### src/verilog/cscr_pkg.sv
// cscr_pkg: offsets, bit positions, reset values and modes shared by the
// card/device control register block and its helpers.
// assumes byte-wide configuration access with one enable per byte lane.
package cscr_pkg;
    // config byte offsets of the two registers
    localparam logic [7:0] CSCR_CARD_CTRL_OFS = 8'h91;
    localparam logic [7:0] CSCR_DEV_CTRL_OFS  = 8'h92;

    // card control bit positions
    localparam int CSCR_CC_RING_BIT  = 7;
    localparam int CSCR_CC_VIDEO_BIT = 6;
    localparam int CSCR_CC_AUDIO_BIT = 2;
    localparam int CSCR_CC_CARD_SPEAKER_IN_BIT  = 1;
    localparam int CSCR_CC_IRQ_BIT   = 0;

    // device control bit positions
    localparam int CSCR_DC_PWRHOLD_BIT = 7;
    localparam int CSCR_DC_LOWVOLT_BIT = 6;
    localparam int CSCR_DC_DIAG5_BIT   = 5;
    localparam int CSCR_DC_TEST_BIT    = 3;
    localparam int CSCR_DC_MODE_HI     = 2;
    localparam int CSCR_DC_MODE_LO     = 1;
    localparam int CSCR_DC_NAND_BIT    = 0;

    // writable bit masks; zeros mark bits that writes do not load, which read as zero except the card control interrupt flag
    localparam logic [7:0] CSCR_CC_WMASK = 8'hC6;
    localparam logic [7:0] CSCR_DC_WMASK = 8'hEF;

    // reset values
    localparam logic [7:0] CSCR_CC_RESET = 8'h00;
    localparam logic [7:0] CSCR_DC_RESET = 8'h66;

    // interrogation counter lengths, normal and shortened by the test bit
    localparam logic [15:0] CSCR_INTERROG_LONG  = 16'hFFFF;
    localparam logic [15:0] CSCR_INTERROG_SHORT = 16'h000F;

    // interrupt signalling modes
    typedef enum logic [1:0] {
        CSCR_IRQ_PAR_PCI   = 2'b00,
        CSCR_IRQ_PAR_BOTH  = 2'b01,
        CSCR_IRQ_SER_ISA   = 2'b10,
        CSCR_IRQ_SER_ALL   = 2'b11
    } cscr_irq_mode_type;
endpackage : cscr_pkg

### src/verilog/cscr_interrog.sv
// cscr_interrog: card interrogation interval counter; emits a one-cycle
// tick each time the interval ends, shortened when the test bit is set.
// assumes one clock; interval reloads at each tick.
`timescale 1ns/1ps
module cscr_interrog
(
    input  wire logic core_clk_in,   // 50 mhz clock
    input  wire logic rst_in,        // async reset, high
    input  wire logic short_in,      // test bit: use short interval
    output logic      tick_out       // interval end pulse
);
    import cscr_pkg::*;

    typedef struct packed
    {
        logic [15:0] cnt;
        logic        tick;
    } cscr_cnt_state_type;

    cscr_cnt_state_type st_r;
    cscr_cnt_state_type st_nxt;

    // counting down lets a longer length take hold at the next reload; setting the test bit cuts a longer wait at once
    always_comb
    begin
        st_nxt      = st_r;
        st_nxt.tick = 1'b0;
        if (st_r.cnt == 16'h0000)
        begin
            st_nxt.tick = 1'b1;
            st_nxt.cnt  = short_in ? CSCR_INTERROG_SHORT : CSCR_INTERROG_LONG;
        end
        else if (short_in && (st_r.cnt > CSCR_INTERROG_SHORT))
        begin
            st_nxt.cnt = CSCR_INTERROG_SHORT;  // cut a long wait at once
        end
        else
        begin
            st_nxt.cnt = st_r.cnt - 16'h0001;
        end
    end

    always_ff @(posedge core_clk_in or posedge rst_in)
    begin
        if (rst_in)
        begin
            st_r <= '0;
        end
        else
        begin
            st_r <= st_nxt;
        end
    end

    assign tick_out = st_r.tick;
endmodule : cscr_interrog

### src/verilog/cscr_irq_flag.sv
// cscr_irq_flag: sticky card functional interrupt flag, write one to clear.
// assumes the event input is already on core_clk_in.
`timescale 1ns/1ps
module cscr_irq_flag
(
    input  wire logic core_clk_in,   // 50 mhz clock
    input  wire logic rst_in,        // async reset, high
    input  wire logic set_in,        // functional interrupt event
    input  wire logic clr_in,        // write of one to the flag
    output logic      flag_out       // sticky flag
);
    import cscr_pkg::*;

    typedef struct packed
    {
        logic flag;
    } cscr_flag_state_type;

    cscr_flag_state_type st_r;
    cscr_flag_state_type st_nxt;

    // set wins over a clear in the same cycle so no event is lost
    always_comb
    begin
        st_nxt = st_r;
        if (clr_in)
        begin
            st_nxt.flag = 1'b0;
        end
        if (set_in)
        begin
            st_nxt.flag = 1'b1;
        end
    end

    always_ff @(posedge core_clk_in or posedge rst_in)
    begin
        if (rst_in)
        begin
            st_r <= '0;
        end
        else
        begin
            st_r <= st_nxt;
        end
    end

    assign flag_out = st_r.flag;
endmodule : cscr_irq_flag

### src/verilog/cscr_regs.sv
// cscr_regs: card control and device control configuration bytes of the
// card socket bridge, with the socket-side controls they steer.
// assumes a byte-addressed config port on core_clk_in with a per-cycle
// write strobe and byte enable; socket pins arrive asynchronously.
// Notes on behaviour
// - Card control bit 7 enables the ring indicate output and resets to zero.
// - Card control bit 6 set puts the zoomed video terminals in high impedance; resets zero.
// - Card control bits 5 to 3 are read-only zero.
// - Card control bit 2 zero routes card audio as a pulse on a multipurpose pin, one leaves it unrouted.
// - Card control bit 1 passes the card speaker signal to the host speaker output.
// - Card control bit 0 is set by a functional interrupt from a 16-bit io or cardbus card; reset zero.
// - Writing one to the card interrupt flag clears it; writing zero leaves it.
// - Device control bit 7 set refuses removal of socket power while in d3.
// - Device control bit 6 forces the 3 volt capable indication, default one.
// - Device control bit 5 is a read-write diagnostic bit resetting to one.
// - Device control bit 4 reads zero and ignores writes.
// - Device control bit 3 is a test bit that shortens the interrogation counter; software writes zero.
// - Device control bits 2 to 1 select the interrupt signalling mode, default fully serial.
// - Device control bit 0 enables a nand-tree chain over input and two-way pins only.
`timescale 1ns/1ps
module cscr_regs
(
    input  wire logic        core_clk_in,          // 50 mhz bus clock
    input  wire logic        rst_in,               // async reset, high
    // configuration access
    input  wire logic [7:0]  cfg_addr_in,          // byte offset
    input  wire logic        cfg_wr_in,            // write strobe
    input  wire logic        cfg_byte_en_in,       // byte enable for this byte
    input  wire logic [7:0]  cfg_wdata_in,         // write data
    output logic [7:0]       cfg_rdata_out,        // read data
    // socket inputs (asynchronous)
    input  wire logic        card_irq_in,          // card functional interrupt
    input  wire logic        card_is_16bit_io_in,  // card is a 16-bit io card
    input  wire logic        card_is_cardbus_in,   // card is a cardbus card
    input  wire logic        ring_in,              // ring from card
    input  wire logic        card_audio_signal_in, // card audio
    input  wire logic        card_speaker_in,      // card speaker
    input  wire logic [7:0]  nand_pins_in,         // input and two-way pins
    // power management
    input  wire logic        func_in_d3_in,        // function in d3
    input  wire logic        pwr_off_req_in,       // software asks power off
    // outputs
    output logic             ring_indicate_output_out, // ring indicate
    output logic             video_port_oe_out,    // zoomed video drive enable
    output logic             card_audio_pulse_out_out, // audio on multipurpose pin
    output logic             card_audio_routed_out,    // audio route active
    output logic             host_speaker_out_out, // host speaker
    output logic             socket_power_on_out,  // socket power enable
    output logic             low_volt_capable_out, // 3 v capable report
    output logic [1:0]       irq_signal_mode_out,  // interrupt signalling mode
    output logic             nand_tree_out,        // nand tree result
    output logic             interrog_tick_out     // interrogation interval tick
);
    import cscr_pkg::*;

    // two-stage synchronisers, one per pin bit after the two card type pins are ored
    localparam int SYNC_W = 14;

    typedef struct packed
    {
        logic [7:0]        card_ctrl;
        logic [7:0]        dev_ctrl;
        logic [SYNC_W-1:0] sync1;
        logic [SYNC_W-1:0] sync2;
        logic              irq_prev;
        logic              pwr_on;
        logic [7:0]        rdata;
        logic              ring_q;
        logic              audio_q;
        logic              card_speaker_in_q;
        logic              nand_q;
    } cscr_state_type;

    cscr_state_type st_r;
    cscr_state_type st_nxt;

    logic [SYNC_W-1:0] pins_raw;
    logic [7:0]        nand_s;
    logic              irq_s;
    logic              irq_event;
    logic              wr_cc;
    logic              wr_dc;
    logic              flag_clr;
    logic              flag_q;
    logic              nand_res;

    assign pins_raw = {nand_pins_in, func_in_d3_in, card_irq_in, ring_in,
                       card_audio_signal_in, card_speaker_in,
                       card_is_16bit_io_in | card_is_cardbus_in};
    assign nand_s   = st_r.sync2[13:6];
    assign irq_s    = st_r.sync2[4];

    // an interrupt counts only from a 16-bit io or cardbus card
    assign irq_event = irq_s & ~st_r.irq_prev & st_r.sync2[0];

    // byte enable gates each write
    assign wr_cc    = cfg_wr_in & cfg_byte_en_in & (cfg_addr_in == CSCR_CARD_CTRL_OFS);
    assign wr_dc    = cfg_wr_in & cfg_byte_en_in & (cfg_addr_in == CSCR_DEV_CTRL_OFS);
    assign flag_clr = wr_cc & cfg_wdata_in[CSCR_CC_IRQ_BIT];

    cscr_irq_flag u_flag
    (
        .core_clk_in (core_clk_in),
        .rst_in      (rst_in),
        .set_in      (irq_event),
        .clr_in      (flag_clr),
        .flag_out    (flag_q)
    );

    cscr_interrog u_interrog
    (
        .core_clk_in (core_clk_in),
        .rst_in      (rst_in),
        .short_in    (st_r.dev_ctrl[CSCR_DC_TEST_BIT]),
        .tick_out    (interrog_tick_out)
    );

    // nand chain over the synchronised input and two-way pins only;
    // outputs are left out because they would only echo this logic
    always_comb
    begin
        nand_res = 1'b1;
        for (int i = 0; i < 8; i++)
        begin
            nand_res = ~(nand_res & nand_s[i]);
        end
    end

    // register writes, socket control and read data
    always_comb
    begin
        st_nxt          = st_r;
        st_nxt.sync1    = pins_raw;
        st_nxt.sync2    = st_r.sync1;
        st_nxt.irq_prev = irq_s;
        // read-only bits masked off so they stay zero
        if (wr_cc)
        begin
            st_nxt.card_ctrl = cfg_wdata_in & CSCR_CC_WMASK;
        end
        if (wr_dc)
        begin
            st_nxt.dev_ctrl = cfg_wdata_in & CSCR_DC_WMASK;
        end
        // power stays on while the hold bit is set and the function is in d3
        if (pwr_off_req_in)
        begin
            if (!(st_r.dev_ctrl[CSCR_DC_PWRHOLD_BIT] && st_r.sync2[5]))
            begin
                st_nxt.pwr_on = 1'b0;
            end
        end
        else
        begin
            st_nxt.pwr_on = 1'b1;
        end
        st_nxt.ring_q  = st_r.card_ctrl[CSCR_CC_RING_BIT] & st_r.sync2[3];
        st_nxt.audio_q = ~st_r.card_ctrl[CSCR_CC_AUDIO_BIT] & st_r.sync2[2];
        st_nxt.card_speaker_in_q  = st_r.card_ctrl[CSCR_CC_CARD_SPEAKER_IN_BIT] & st_r.sync2[1];
        st_nxt.nand_q  = st_r.dev_ctrl[CSCR_DC_NAND_BIT] ? nand_res : 1'b0;
        // read data is registered; unmapped offsets read zero
        unique case (cfg_addr_in)
            CSCR_CARD_CTRL_OFS:
                st_nxt.rdata = {st_r.card_ctrl[7:1], flag_q};
            CSCR_DEV_CTRL_OFS:
                st_nxt.rdata = st_r.dev_ctrl;
            default:
                st_nxt.rdata = 8'h00;
        endcase
    end

    always_ff @(posedge core_clk_in or posedge rst_in)
    begin
        if (rst_in)
        begin
            st_r           <= '0;
            st_r.card_ctrl <= CSCR_CC_RESET;
            st_r.dev_ctrl  <= CSCR_DC_RESET;
            st_r.pwr_on    <= 1'b1;
        end
        else
        begin
            st_r <= st_nxt;
        end
    end

    // socket-facing outputs
    assign ring_indicate_output_out = st_r.ring_q;
    assign video_port_oe_out        = ~st_r.card_ctrl[CSCR_CC_VIDEO_BIT];
    assign card_audio_pulse_out_out = st_r.audio_q;
    assign card_audio_routed_out    = ~st_r.card_ctrl[CSCR_CC_AUDIO_BIT];
    assign host_speaker_out_out     = st_r.card_speaker_in_q;
    assign socket_power_on_out      = st_r.pwr_on;
    assign low_volt_capable_out     = st_r.dev_ctrl[CSCR_DC_LOWVOLT_BIT];
    assign irq_signal_mode_out      = st_r.dev_ctrl[CSCR_DC_MODE_HI:CSCR_DC_MODE_LO];
    assign nand_tree_out            = st_r.nand_q;
    assign cfg_rdata_out            = st_r.rdata;
endmodule : cscr_regs
### config.mk
export PLATFORM = sky130hd
export DESIGN_NAME = cscr_regs
export DESIGN_NICKNAME = d
export VERILOG_FILES = /design/src/verilog/cscr_pkg.sv /design/src/verilog/cscr_interrog.sv /design/src/verilog/cscr_irq_flag.sv /design/src/verilog/cscr_regs.sv
export SDC_FILE = /design/constraint.sdc
export NUM_CORES = 1
export LEC_CHECK = 0
export BUFFER_PORTS_ARGS = -buffer_cell sky130_fd_sc_hd__buf_2
export CAP_MARGIN = 40
export CELL_PAD_IN_SITES_DETAIL_PLACEMENT = 1
export CELL_PAD_IN_SITES_GLOBAL_PLACEMENT = 2
export CORE_ASPECT_RATIO = 1.25
export CORE_MARGIN = 5
export CORE_UTILIZATION = 39
export DETAILED_ROUTE_END_ITERATION = 16
export PLACE_DENSITY = 0.89
export SYNTH_ARGS = -nofsm -noshare
export SYNTH_HDL_FRONTEND = slang
export SYNTH_HIERARCHICAL = 1
export SYNTH_SLANG_ARGS = --single-unit
### constraint.sdc
create_clock -name core_clk_in -period 2.8 [get_ports core_clk_in]
set_input_delay 0.28 -clock core_clk_in [delete_from_list [all_inputs] [get_ports core_clk_in]]
set_output_delay 0.28 -clock core_clk_in [all_outputs]
set_load 0.01 [all_outputs]
==> results of run 1 <==
-- layer usage --
layer,up-vias,wire length [um]
met5,-,7
met4,2,138
met3,16,294
met2,44,2530
met1,775,2040
li1,774,-
-- timing repair --
item,CTS,global route
endpoints found under the setup margin,0,0
endpoints found under the hold margin,20,0
hold buffers,1,0
-- layout make-up --
type / instances / area (um^2)
multi-input combinational: 105 / 817
sequential: 70 / 1760
timing repair buffer: 55 / 298
fill: 726 / 3610
clock inverter: 6 / 68.8
clock buffer: 10 / 138
inverter: 12 / 45.0
tap: 90 / 113
-- sequential cells by signal, indices dropped and copies added, names as in the netlist --
| register | cells |
|---|---|
| nand_s | 8 |
| card_audio_pulse_out_out | 1 |
| nand_tree_out | 1 |
| irq_signal_mode_out | 2 |
| st_nxt | 14 |
| u_flag/flag_out | 1 |
| host_speaker_out_out | 1 |
| u_interrog/tick_out | 1 |
| irq_s | 1 |
| u_interrog/st_r | 16 |
| ring_indicate_output_out | 1 |
| socket_power_on_out | 1 |
| low_volt_capable_out | 1 |
| cfg_rdata_out | 7 |
| st_r | 14 |
-- worst paths after layout --
kind | from | to | slack (ns)
setup / recovery | u_interrog/st_r[3]$_DFF_PP0_ | u_interrog/st_r[12]$_DFF_PP0_ | 0.83
hold / removal | card_audio_signal_in | st_nxt[16]$_DFF_PP0_ | 0.04
setup reg to reg | u_interrog/st_r[3]$_DFF_PP0_ | u_interrog/st_r[12]$_DFF_PP0_ | 0.83
hold reg to reg | st_nxt[18]$_DFF_PP0_ | irq_s$_DFF_PP0_ | 0.35
max in group asynchronous | rst_in | socket_power_on_out$_DFFE_PP1P_ | 1.67
min in group asynchronous | rst_in | u_flag/flag_out$_DFFE_PP0P_ | 0.34
-- metrics by stage --
step,instances,power [mW]
after floorplan,200,1.51
after global placement,330,1.59
after detailed placement,331,1.62
after CTS,348,2.46
after global routing,348,2.57
final,348,2.43
-- report_power, final --
part | total, mW | internal, mW | leakage [nW] | switching, mW
sequential | 1.29 | 1.14 | 0.842 | 0.146
combinational | 0.308 | 0.158 | 0.575 | 0.150
clock | 0.828 | 0.441 | 0.103 | 0.387
-- cells by family (layout without fill, tap and decap cells) --
logic type | Yosys count | after routing | synth area share, %
xor gates and xnor gates | 12 | 12 | 3.88
adders and majority gates | 1 | 1 | 0.462
AOI/OAI and AO/OA | 21 | 21 | 4.90
and+or+nand+nor | 58 | 58 | 15.7
buffers and inverters | 25 | 83 | 4.90
muxes | 12 | 12 | 5.08
other | 1 | 1 | 0.138
DFF | 70 | 70 | 64.9
-- worst max-delay path, stage by stage (launching register included) --
cell,delay (ns)
sky130_fd_sc_hd__dfrtp_1,0.43
sky130_fd_sc_hd__or4_1,0.69
sky130_fd_sc_hd__nor4_4,0.24
sky130_fd_sc_hd__and4bb_2,0.27
sky130_fd_sc_hd__xnor2_1,0.12
sky130_fd_sc_hd__o21ai_0,0.09
-- placed cells by master, fill, tap and decap left out, types with 2 or more instances in the layout --
cell type and n:
sky130_fd_sc_hd__and3_2 2, sky130_fd_sc_hd__nand2_1 9, sky130_fd_sc_hd__and2_1 2, sky130_fd_sc_hd__dfrtp_1 65, sky130_fd_sc_hd__a22oi_1 5, sky130_fd_sc_hd__nand3_1 3
sky130_fd_sc_hd__nor2_1 16, sky130_fd_sc_hd__mux2_1 2, sky130_fd_sc_hd__mux2_2 9, sky130_fd_sc_hd__nand4_4 2, sky130_fd_sc_hd__nor2b_1 4, sky130_fd_sc_hd__nor4_4 2
sky130_fd_sc_hd__buf_2 52, sky130_fd_sc_hd__clkbuf_8 10, sky130_fd_sc_hd__inv_6 2, sky130_fd_sc_hd__inv_2 2, sky130_fd_sc_hd__o21ai_0 10, sky130_fd_sc_hd__dfstp_2 5
sky130_fd_sc_hd__xnor2_1 10, sky130_fd_sc_hd__xor2_1 2, sky130_fd_sc_hd__nor3_1 4, sky130_fd_sc_hd__inv_1 10
==> summary by stage, run 1 <==
Timing
For the final routed database, the setup TNS stands at 0 ns. The count of endpoints failing setup in the final report is 0. The final-report hold violation count is 0. The final max-slew violation count came to 0. The worst path uses 70.3% of the clock period. Setup repair after global routing left no endpoint under its margin. The tightest hold margin is 0.0357 ns. The least setup slack across all paths after layout is 0.832 ns. At the pin with the least slew margin, the transition time is 0.669 ns.

The achievable clock frequency is 508 MHz. The routed design could run at a clock period as short as 1.97 ns. Headroom to the max-slew limit came out at 55.3%. The final worst clock skew is 0.00697 ns.

Floorplan
The boundary pin count is 55. The height of the chip is 103 um. The initial standard-cell utilization of the core is 39.5%. The floorplan die area is 8720 um^2. The die outline width is 84.5 um. In this run the core area contains 34 standard-cell rows. The core region area is 6850 um^2.

Global route
The number of antenna violations at the first check in global routing is 1. Entering global routing, the biggest net connects 31 pins. The met1 track demand over resource in global routing is 15.1%. The number of global-route vias before repair was 1772. The global-route wire length before repair is 8560 um. The global route total overflow is 0. The combined global-route utilization of all metal layers is 12.9%. For met3 alone, demand over resource in global routing was 4.24%. met2 is the most crowded layer.

The fraction of met2 tracks used by global routing is 20.9%.

Critical path
The data required time of the critical path is 3.00 ns. The critical setup path kind is flip-flop to flip-flop. The worst reg-to-reg path cell count is 5.

At the worst endpoint, the arrival time is 2.17 ns. The worst setup path is launched from a flip-flop. STA classifies the critical path endpoint as a flip-flop.

The peak fanout along the critical path is 6.

Placed design
Timing analysis after detailed placement gives a worst setup slack of 0.841 ns. The number of I/O port buffers is 52. The congestion estimate from routability-driven global placement came to 0.776. The area after detailed placement is 3020 um^2.

The HPWL after detailed placement is 3750 um.

Logic synthesis
By instance count, the leading cell after synthesis is sky130_fd_sc_hd__dfrtp_1. The cell accounting for the most synthesized area is sky130_fd_sc_hd__dfrtp_1. Sequential cells were found to cover 64.9% of the synthesized design area. The average footprint of a synthesized cell is 13.5 um^2. Yosys mapped a number of flops with a built-in enable equal to 0. In the post-synthesis netlist, the biggest area contributors are sky130_fd_sc_hd__dfrtp_1, sky130_fd_sc_hd__dfstp_2, sky130_fd_sc_hd__mux2_2.

The share of synthesized area in the top cell type comes to 60.1%. Counting flops and latches in the post-synthesis netlist gives 70. The synthesized netlist occupies a cell area of 2710 um^2. In the synthesized netlist the async set-or-reset flop fraction comes to 100%. The net count after synthesis is 237. The flip-flop cell with the highest count after synthesis is sky130_fd_sc_hd__dfrtp_1. The count of mapped cells out of synthesis is 200.

Yosys printed 6 warnings. The count of distinct cell types in the synthesized netlist is 45. In the synthesized netlist, the cells that appear most often are sky130_fd_sc_hd__dfrtp_1, sky130_fd_sc_hd__nor2_1, sky130_fd_sc_hd__inv_1.

CTS
The number of buffers inserted during clock tree synthesis is 9. The number of H-tree levels is 3. For this design, the sink count on the clock tree is 70. The number of gates given a new drive strength after cts is 0. The register clock-pin slew on the reported worst setup and hold paths is 0.08 ns. Clock latency on the worst-skew pair, taken at its later pin, is 0.34 ns. No sink is reached through more buffers than the 2 on the longest clock path.

The total setup buffers inserted after CTS is 0. The root buffer cell is sky130_fd_sc_hd__clkbuf_8. TritonCTS built the clock tree.

Route
The overall routed net length is 5010 um. The number of design rule violations left after detail routing is 0. The number of iterations in the first detailed-routing pass is 4. The number of DRC markers after the initial detailed-route iteration is 83. The mean routed wirelength per cell is 14.4 um. The remaining antenna violation count after routing is 0. The detailed router placed 1611 vias in this run. In the routed layout, each cell is associated on average with a via count of 4.63.

Layout
Summing all non-filler instances in the final layout gives an area of 3240 um^2. The fraction of layout instances using a drive strength above 1 is 39.5%. Compared with the post-synthesis result, the final layout area differs by 19.5%. 0 antenna diodes ended up in the layout. For this run, the share of the core covered by cells in the final layout is 47.3%. The post-layout net count is 290.

Hold path
The path type of the worst min-delay path is primary input to flip-flop. The number of cells traversed by the worst hold path is 1.

Job
Across the run, the number of max-cap violations was 0.

Power
The leakage power of the design is 1.52 nW. IR analysis of the VDD net gives a maximum drop of 0.398 mV. The power per cell area is 750 nW/um^2.

Outcome
The flow ran to the end, and the final reports show no timing, DRC or antenna violations.
Power figures use the tool's default switching activity.
==> run 2: changes to the inputs <==
--- a/config.mk
+++ b/config.mk
@@ -5,15 +5,16 @@
 export SDC_FILE = /design/constraint.sdc
 export NUM_CORES = 1
 export LEC_CHECK = 0
+export ABC_AREA = 1
 export BUFFER_PORTS_ARGS = -buffer_cell sky130_fd_sc_hd__buf_2
 export CAP_MARGIN = 40
 export CELL_PAD_IN_SITES_DETAIL_PLACEMENT = 1
 export CELL_PAD_IN_SITES_GLOBAL_PLACEMENT = 2
 export CORE_ASPECT_RATIO = 1.25
 export CORE_MARGIN = 5
-export CORE_UTILIZATION = 39
+export CORE_UTILIZATION = 30
 export DETAILED_ROUTE_END_ITERATION = 16
-export PLACE_DENSITY = 0.89
+export PLACE_DENSITY = 0.8
 export SYNTH_ARGS = -nofsm -noshare
 export SYNTH_HDL_FRONTEND = slang
 export SYNTH_HIERARCHICAL = 1
==> constraint.sdc (replaced) <==
create_clock -name core_clk_in -period 1.8 [get_ports core_clk_in]
set_input_delay 0.18 -clock core_clk_in [delete_from_list [all_inputs] [get_ports core_clk_in]]
set_output_delay 0.18 -clock core_clk_in [all_outputs]
set_load 0.01 [all_outputs]
==> run 2 against run 1 <==
Against the previous run:
- design area rose by 13%
- non-clock buffer count increased by 15
- global-route usage down 1.2 points
- worst hold slack better by 0.0058 ns
- die area is 32% higher
- critical endpoint is now u_interrog/st_r[4]$_DFF_PP0_
- largest cell class unchanged
- highest routed layer is now met4
==> summary by stage, run 2 <==
Logic synthesis
When the netlist entered floorplanning its net count stood at 328. The number of enable-type register cells in the synthesized netlist is 0. The synthesized design contains 70 register bits.

The count of distinct cell types in the synthesized netlist is 29. Synthesis produced a netlist whose cell count is 291. In this run the biggest area consumer among cell types represents 57.2% of the synthesized area. The commonest cells after synthesis are sky130_fd_sc_hd__nand2_1, sky130_fd_sc_hd__dfrtp_1, sky130_fd_sc_hd__inv_1. Among all cell types in the netlist, the one instantiated most often is sky130_fd_sc_hd__nand2_1. The part of the Yosys area used for sequential elements is 61.9%.

In this run the cell area of the synthesized design comes to 2840 um^2. The most used flip-flop cell after synthesis is sky130_fd_sc_hd__dfrtp_1. The number of warning messages in the yosys log is 6. After synthesis, the cell types taking the most area are sky130_fd_sc_hd__dfrtp_1, sky130_fd_sc_hd__nand2_1, sky130_fd_sc_hd__dfstp_2.

The share of synthesized flip-flops with an asynchronous set or reset is 100%. The cell accounting for the most synthesized area is sky130_fd_sc_hd__dfrtp_1. Dividing the synthesized area by the synthesized cell count gives 9.76 um^2.

Timing
In the finished design, the share of the clock period the worst path needs comes to 87.4%. Setup repair after global routing left no endpoint under its margin. Measured against its own limit, the worst slew margin works out to 53.1%. The final worst clock skew is 0.00437 ns. In the post-route analysis, the smallest setup slack over all paths is 0.227 ns. The achievable clock frequency is 636 MHz. The final max-slew violation count is 0. At the pin with the least slew margin, the transition time is 0.702 ns. The final-report hold violation count came to 0. Setup violations remaining at the end of the flow were counted as 0.

Setup total negative slack on the finished layout was measured at 0 ns. The smallest clock period supported by the final layout is computed as 1.57 ns.

Critical path
The cell type group with the largest total delay on the critical path is simple AND/OR/NAND/NOR gates. The signal on the critical path passes through nor2_2 > nand2_1 > nor2_1 > nand2_1 > nand2_2 > nand2_2 > inv_2 > nand3_1. For flop-to-flop paths, the worst setup slack is 0.23 ns. The delay of the slowest cell on the worst path is 0.42 ns. Data on the critical path is required at its endpoint by 2.01 ns. At the worst endpoint, the arrival time is 1.78 ns. The endpoint of the lowest-slack register-to-register path is u_interrog/st_r[4]$_DFF_PP0_.

The worst register-to-register path has a depth of 8. STA classifies the critical path endpoint as a flip-flop. The critical setup path kind is flip-flop to flip-flop.

The startpoint of the most critical register-to-register path is u_interrog/st_r[10]$_DFF_PP0_. The peak fanout along the critical path is 7. Counting both buffers and inverters, the worst setup path holds a total of 1. The critical path launch point type is a flip-flop.

For this design, the slowest cell found on the critical path is sky130_fd_sc_hd__dfrtp_1.

Power
The leakage power of the design is 1.91 nW. The maximum ir drop on the vdd rail is 0.649 mV. The total power is 4.45 mW. The proportion of total power due to net switching is 27.9%. The net switching power is 1.24 mW. The clock network accounts for 40.0% of the total power. The cell-internal power is 3.21 mW. Power spread over the standard cell area amounts to 1220 nW/um^2.

The sequential share of power is 44.5%. The combinational power share is 15.5%.

CTS
CTS saw 70 sinks. The root buffer cell chosen for the clock tree is sky130_fd_sc_hd__clkbuf_16. The number of buffers inserted during clock tree synthesis is 9. The maximum number of buffers from clock root to sink is 2. Clock-pin slew was measured on the worst setup and hold paths at 0.06 ns. The total setup buffers inserted after CTS is 0. The number of H-tree levels is 3. The clock reaches the later pin of the worst-skew pair after 0.33 ns. The CTS tree is yes.

Placed design
Once detailed placement completed, the half-perimeter wirelength came to 4450 um. The number of I/O port buffers is 52. Prior to clock tree synthesis, the placed netlist has a worst setup slack of 0.202 ns. At the end of routability-driven placement, the weighted congestion stood at 0.761.

Route
The met3 wire length is 221 um. The routed wire length on met2 is 3330 um. In this run the top signal layer used is met4. Across all layers, the routed design uses 2029 vias.

The overall routed net length is 6120 um. In the routed layout, each cell is associated on average with a via count of 4.15. After detailed routing, the average wire length per cell comes to 12.5 um. For this block, wires on met1 add up to 2430 um. The first detailed-routing pass ran for 3 iterations.

The number of DRC markers after the initial detailed-route iteration is 36. The remaining antenna violation count after routing is 0. The number of design rule violations left after detail routing is 0.

Floorplan
In this run the horizontal extent of the chip is 97.0 um. The initial standard-cell utilization of the core is 30.8%. The die covers 11500 um^2. In this run the core area contains 39 standard-cell rows.

The height of the chip is 119 um. The core region is 9220 um^2. 55 I/O pins were placed.

Global route
The first global-routing pass estimated 10600 um of wire. In the global route stage, overall resource usage came out at 11.7%. Global routing finished with a remaining overflow of 0.

The number of antenna violations at the first check in global routing is 0. The number of global-route vias before repair is 2263. Entering global routing, the biggest net connects 30 pins.

Hold path
The path type of the worst min-delay path is primary input to flip-flop. Along the worst hold path, the cell count comes to 2. The terminating pin of the worst hold path is st_nxt[14]$_DFF_PP0_.

The startpoint of the tightest hold check path is card_is_16bit_io_in.

Layout
Of the cells placed in the final design, the portion with a size suffix greater than 1 is 28.4%. The register name with the most flops is u_interrog/st_r. The library cell used most frequently in the layout, excluding fill and tap cells, is sky130_fd_sc_hd__nand2_1. The register with the most flip-flops in the layout has 16 of them. In the final design database the tool counted 398 nets. Counting the fill cells in the layout gives 1038.

In the layout the commonest cells are sky130_fd_sc_hd__nand2_1, sky130_fd_sc_hd__dfrtp_1, sky130_fd_sc_hd__buf_2. The antenna cell count is 0. From synthesis to final layout, the design area changed by 28.4%.

Job
The max-capacitance violation count is 0.

Outcome
The run finished with clean final reports.
run 2: final cells by class:
cell class | count | area (um^2) | area share (%)
sequential | 70 | 1760 | 48.2
multi-input combinational | 175 | 866 | 23.7
inverter | 35 | 131 | 3.60
clock buffer | 10 | 239 | 6.55
tap | 123 | 154 | 4.22
clock inverter | 6 | 68.8 | 1.89
timing repair buffer | 70 | 433 | 11.9
run 2: worst reg2reg max path: stages (launching register included):
cell and delay, ns:
sky130_fd_sc_hd__dfrtp_1 0.42, sky130_fd_sc_hd__nor2_2 0.19, sky130_fd_sc_hd__nand2_1 0.10, sky130_fd_sc_hd__nor2_1 0.14
sky130_fd_sc_hd__nand2_1 0.08, sky130_fd_sc_hd__nand2_2 0.12, sky130_fd_sc_hd__nand2_2 0.15, sky130_fd_sc_hd__inv_2 0.17
sky130_fd_sc_hd__nand3_1 0.08
run 2: kinds of logic after synthesis:
kind of cell,count (synthesis),share of synthesized area [%]
simple gates,156,25.7
flops,70,61.9
buf+inv,46,7.66
compound gates,12,2.64
xor+xnor,5,1.54
fa+ha+maj,1,0.440
other cells,1,0.132
run 2: worst max-delay path by stage:
stage	start	endpoint	slack (ns)	cells after the start
2_1_floorplan	u_interrog/st_r[1]$_DFF_PP0_	u_interrog/st_r[12]$_DFF_PP0_	0.35	8
3_3_place_gp	u_interrog/st_r[10]$_DFF_PP0_	u_interrog/st_r[4]$_DFF_PP0_	0.21	8
3_5_place_dp	u_interrog/st_r[10]$_DFF_PP0_	u_interrog/st_r[4]$_DFF_PP0_	0.20	8
4_1_cts	u_interrog/st_r[10]$_DFF_PP0_	u_interrog/st_r[4]$_DFF_PP0_	0.19	8
5_1_grt	u_interrog/st_r[10]$_DFF_PP0_	u_interrog/st_r[15]$_DFF_PP0_	0.02	9
6_report	u_interrog/st_r[10]$_DFF_PP0_	u_interrog/st_r[4]$_DFF_PP0_	0.23	8
run 2: routing by layer:
metal / track usage, % / up-vias
li1: - / 1012
met1: 12.9 / 973
met2: 20.8 / 35
met3: 2.28 / 9
met4: 6.85 / 0
met5: 0 / -
run 2: power groups by stage:
| stage | registers [mW] | clock network [mW] | logic, mW |
|---|---|---|---|
| 2_1_floorplan | 1.96 | 0 | 0.528 |
| 3_3_place_gp | 2.00 | 0 | 0.655 |
| 3_5_place_dp | 2.01 | 0 | 0.679 |
| 4_1_cts | 1.98 | 1.83 | 0.710 |
| 5_1_grt | 2.00 | 1.89 | 0.799 |
| 6_report | 1.98 | 1.78 | 0.692 |
run 2: repair_timing:
action / CTS / global route
hold endpoints to repair: 62 / 0
hold buffers: 15 / 0
gates resized for setup: 0 / 0
run 2: through the flow:
stage,utilization (%),instance area [um^2],instances,hold WS [ns]
5_1_grt,39.6,3650,489,0.0395
4_1_cts,39.6,3650,489,0.0239
2_1_floorplan,-,2840,291,-0.0913
3_3_place_gp,34.6,3190,458,0.0450
3_5_place_dp,34.6,3190,458,0.0510
6_report,39.6,3650,489,0.0416
==> run 3: changes to the inputs <==
--- a/config.mk
+++ b/config.mk
@@ -11,10 +11,11 @@
 export CELL_PAD_IN_SITES_DETAIL_PLACEMENT = 1
 export CELL_PAD_IN_SITES_GLOBAL_PLACEMENT = 2
 export CORE_ASPECT_RATIO = 1.25
-export CORE_MARGIN = 5
-export CORE_UTILIZATION = 30
+export CORE_MARGIN = 10
+export CORE_UTILIZATION = 36
 export DETAILED_ROUTE_END_ITERATION = 16
-export PLACE_DENSITY = 0.8
+export PLACE_DENSITY = 0.89
+export RECOVER_POWER = 25
 export SYNTH_ARGS = -nofsm -noshare
 export SYNTH_HDL_FRONTEND = slang
 export SYNTH_HIERARCHICAL = 1
==> constraint.sdc (replaced) <==
create_clock -name core_clk_in -period 2 [get_ports core_clk_in]
set_input_delay 0.2 -clock core_clk_in [delete_from_list [all_inputs] [get_ports core_clk_in]]
set_output_delay 0.2 -clock core_clk_in [all_outputs]
set_load 0.01 [all_outputs]
==> run 3 against run 2 <==
Against the previous run:
- combinational power is 8.7% lower
- design area is 4.9% lower
- sequential power is 10% lower
- first-iteration DRC count is 72% higher
- via count is 3.1% higher
- clock power is 43% lower
- die area is 2.9% higher
- routed wire length is 8.1% higher
- critical path depth stayed put
- critical endpoint unchanged
- largest cell class unchanged
==> summary by stage, run 3 (same netlist as run 2, synthesis figures left out) <==
Layout
The final cell utilization of the core is 44.8%. For this run, the number of standard cells in the final layout without fillers is 460. In the final layout, the multi-input gates occupy 851 um^2. Registers take 1760 um^2. The post-layout net count is 397. The flip-flop count of the largest register after layout is 16.

The layout has 946 filler cells. The top cell types in the final layout, fill and taps aside, are sky130_fd_sc_hd__nand2_1, sky130_fd_sc_hd__dfrtp_1, sky130_fd_sc_hd__buf_2. The fraction of layout instances using a drive strength above 1 is 26.6%. The library cell used most frequently in the layout, excluding fill and tap cells, is sky130_fd_sc_hd__nand2_1.

The area growth from synthesis to layout is 22.1%. The register name with the most flops is u_interrog/st_r. 0 antenna diodes ended up in the layout.

Critical path
The type of element capturing the critical path is a flip-flop. The critical path launch point type is a flip-flop. Data arrives at the worst endpoint at 1.86 ns. The data required time of the critical path is 2.23 ns. Traced cell by cell, the critical path runs through nor2_1 > nand2_2 > nor2_1 > nand2_1 > nand2_2 > nand2_2 > inv_2 > nand3_1. In this design, the critical path's most frequently occurring cell is sky130_fd_sc_hd__nand2_2. The delay of the slowest cell on the worst path is 0.41 ns.

The library cell contributing the largest single delay on the critical path is sky130_fd_sc_hd__dfrtp_1. The number of cells on the worst reg-to-reg path is 8. The peak fanout along the critical path is 7. The startpoint identified for the worst register-to-register timing path is u_interrog/st_r[7]$_DFF_PP0_. The endpoint identified for the worst register-to-register timing path is u_interrog/st_r[4]$_DFF_PP0_. Setup slack on the worst reg-to-reg path comes out at 0.36 ns.

The critical path is of the flip-flop to flip-flop type.

Floorplan
Row generation in the floorplan step produced 36 rows. From left edge to right edge, the die measures 99.5 um. The boundary pin count is 55. The initial standard-cell utilization of the core is 36.7%.

The core region area is 7750 um^2. Measured along the y axis, the die boundary spans 119 um. The floorplan step defined a die boundary enclosing 11900 um^2.

Route
After detailed routing, the average wire length per cell comes to 14.4 um. The number of design rule violations left after detail routing is 0. The via count is 2092. Before antenna repair, the detailed router went through 4 iterations. The overall routed net length is 6620 um. The detailed router finished its first iteration with 62 violations. The count of nets left with antenna violations once routing finished came out at 0. Using the TritonRoute via totals, the vias-per-cell ratio works out to 4.55.

CTS
The number of sinks handled by clock tree synthesis is 70. The CTS tree is yes. The tree is rooted in a sky130_fd_sc_hd__clkbuf_8. The register clock-pin slew on the reported worst setup and hold paths is 0.08 ns. The maximum number of buffers from clock root to sink is 2. The clock latency reported for the late side of the worst-skew pair is 0.35 ns. The number of H-tree levels is 3. The number of clock buffers added by TritonCTS is 9.

Global route
The number of global-route vias before repair is 2491. The global route total overflow is 0. The number of antenna violations at the first check in global routing was 0.

The first global-routing pass estimated 11700 um of wire. The maximum number of pins on one net before global-route repair is 28. The combined global-route utilization of all metal layers is 12.1%.

Power
Of the total power, the share spent switching nets is 31.8%. The sequential share of power is 51.9%. The maximum ir drop on the vdd rail is 0.452 mV. The power per cell area is 987 nW/um^2. The share of total power dissipated in the clock network is 29.6%.

The combinational power share is 18.5%. The net switching power is 1.09 mW. The total power is 3.42 mW. The leakage power of the design is 1.83 nW. The internal portion of the total power is 2.34 mW.

Timing
Setup repair after global routing left no endpoint under its margin. The setup TNS is 0 ns. Timing would allow up to 612 MHz. The final max-slew violation count is 0.

In this run the tightest slew margin relative to its limit is 52.3%. For the pin with the worst max-slew slack, the measured transition is 0.715 ns. Across the routed clock network, the largest skew measured is 0.00526 ns. The final-report hold violation count was 0. The tightest hold margin is 0.0374 ns. The shortest period the worst path allows is 1.64 ns.

The worst path uses 81.8% of the clock period. The count of endpoints failing setup in the final report is 0.

Outcome
The run finished with clean final reports.

Placed design
Once detailed placement completed, the half-perimeter wirelength came to 4890 um. At the end of routability-driven placement, the weighted congestion stood at 0.776. After detailed placement, the design holds a cell count of 429.

The number of I/O port buffers is 52.

Job
The max-capacitance violation count is 0.

Hold path
The worst hold path terminates at st_nxt[14]$_DFF_PP0_. Counting instances, the worst hold path has a depth of 2. The path type of the worst min-delay path is primary input to flip-flop.

The startpoint identified for the worst hold timing path is card_is_16bit_io_in.
==> run 3: metal layers <==
layer / GRT usage (%) / up-vias / routed length, um
met3: 4.28 / 9 / 380
met5: 0 / - / 0
met1: 13.2 / 1027 / 2690
met4: 5.39 / 0 / 106
met2: 20.6 / 52 / 3440
li1: - / 1004 / -
==> run 3: final cells by class <==
cell class / count / area share, %
timing repair buffer: 69 / 12.5
clock buffer: 10 / 3.68
sequential: 70 / 50.7
tap: 95 / 3.43
clock inverter: 6 / 1.37
inverter: 35 / 3.79
multi-input combinational: 175 / 24.5
==> run 3: worst max-delay path: cells and delay by family (launching register included) <==
family / cells / cell delay [ns]
simple gates: 7 / 0.92
flops: 1 / 0.41
buf+inv: 1 / 0.17
==> run 3: timing repair <==
item | CTS | global route
resized for setup | 0 | 0
buffers inserted | 0 | 0
hold buffers | 15 | 0
endpoints found under the hold margin | 41 | 0
==> run 3: worst max-delay path by stage <==
| stage | from | end | depth (start not counted) |
|---|---|---|---|
| 2_1_floorplan | rst_in | card_audio_pulse_out_out$_DFF_PP0_ | 1 |
| 3_3_place_gp | u_interrog/st_r[7]$_DFF_PP0_ | u_interrog/st_r[4]$_DFF_PP0_ | 8 |
| 3_5_place_dp | u_interrog/st_r[7]$_DFF_PP0_ | u_interrog/st_r[4]$_DFF_PP0_ | 8 |
| 4_1_cts | u_interrog/st_r[7]$_DFF_PP0_ | u_interrog/st_r[4]$_DFF_PP0_ | 8 |
| 5_1_grt | u_interrog/st_r[7]$_DFF_PP0_ | u_interrog/st_r[4]$_DFF_PP0_ | 8 |
| 6_report | u_interrog/st_r[7]$_DFF_PP0_ | u_interrog/st_r[4]$_DFF_PP0_ | 8 |
==> run 3: power groups by stage <==
stage	Combinational [mW]	Sequential [mW]	Clock (mW)
after detailed placement	0.621	1.80	0
after global placement	0.587	1.79	0
final	0.632	1.78	1.02
after CTS	0.650	1.78	1.06
after floorplan	0.476	1.76	0
after global routing	0.732	1.81	1.12
==> run 3: per-stage QoR <==
| stage | cell area, um^2 | worst slack [ns] |
|---|---|---|
| floorplan | 2840 | 0.550 |
| global placement | 3160 | 0.405 |
| detailed placement | 3160 | 0.381 |
| CTS | 3490 | 0.355 |
| global route | 3470 | 0.179 |
| finish | 3470 | 0.365 |
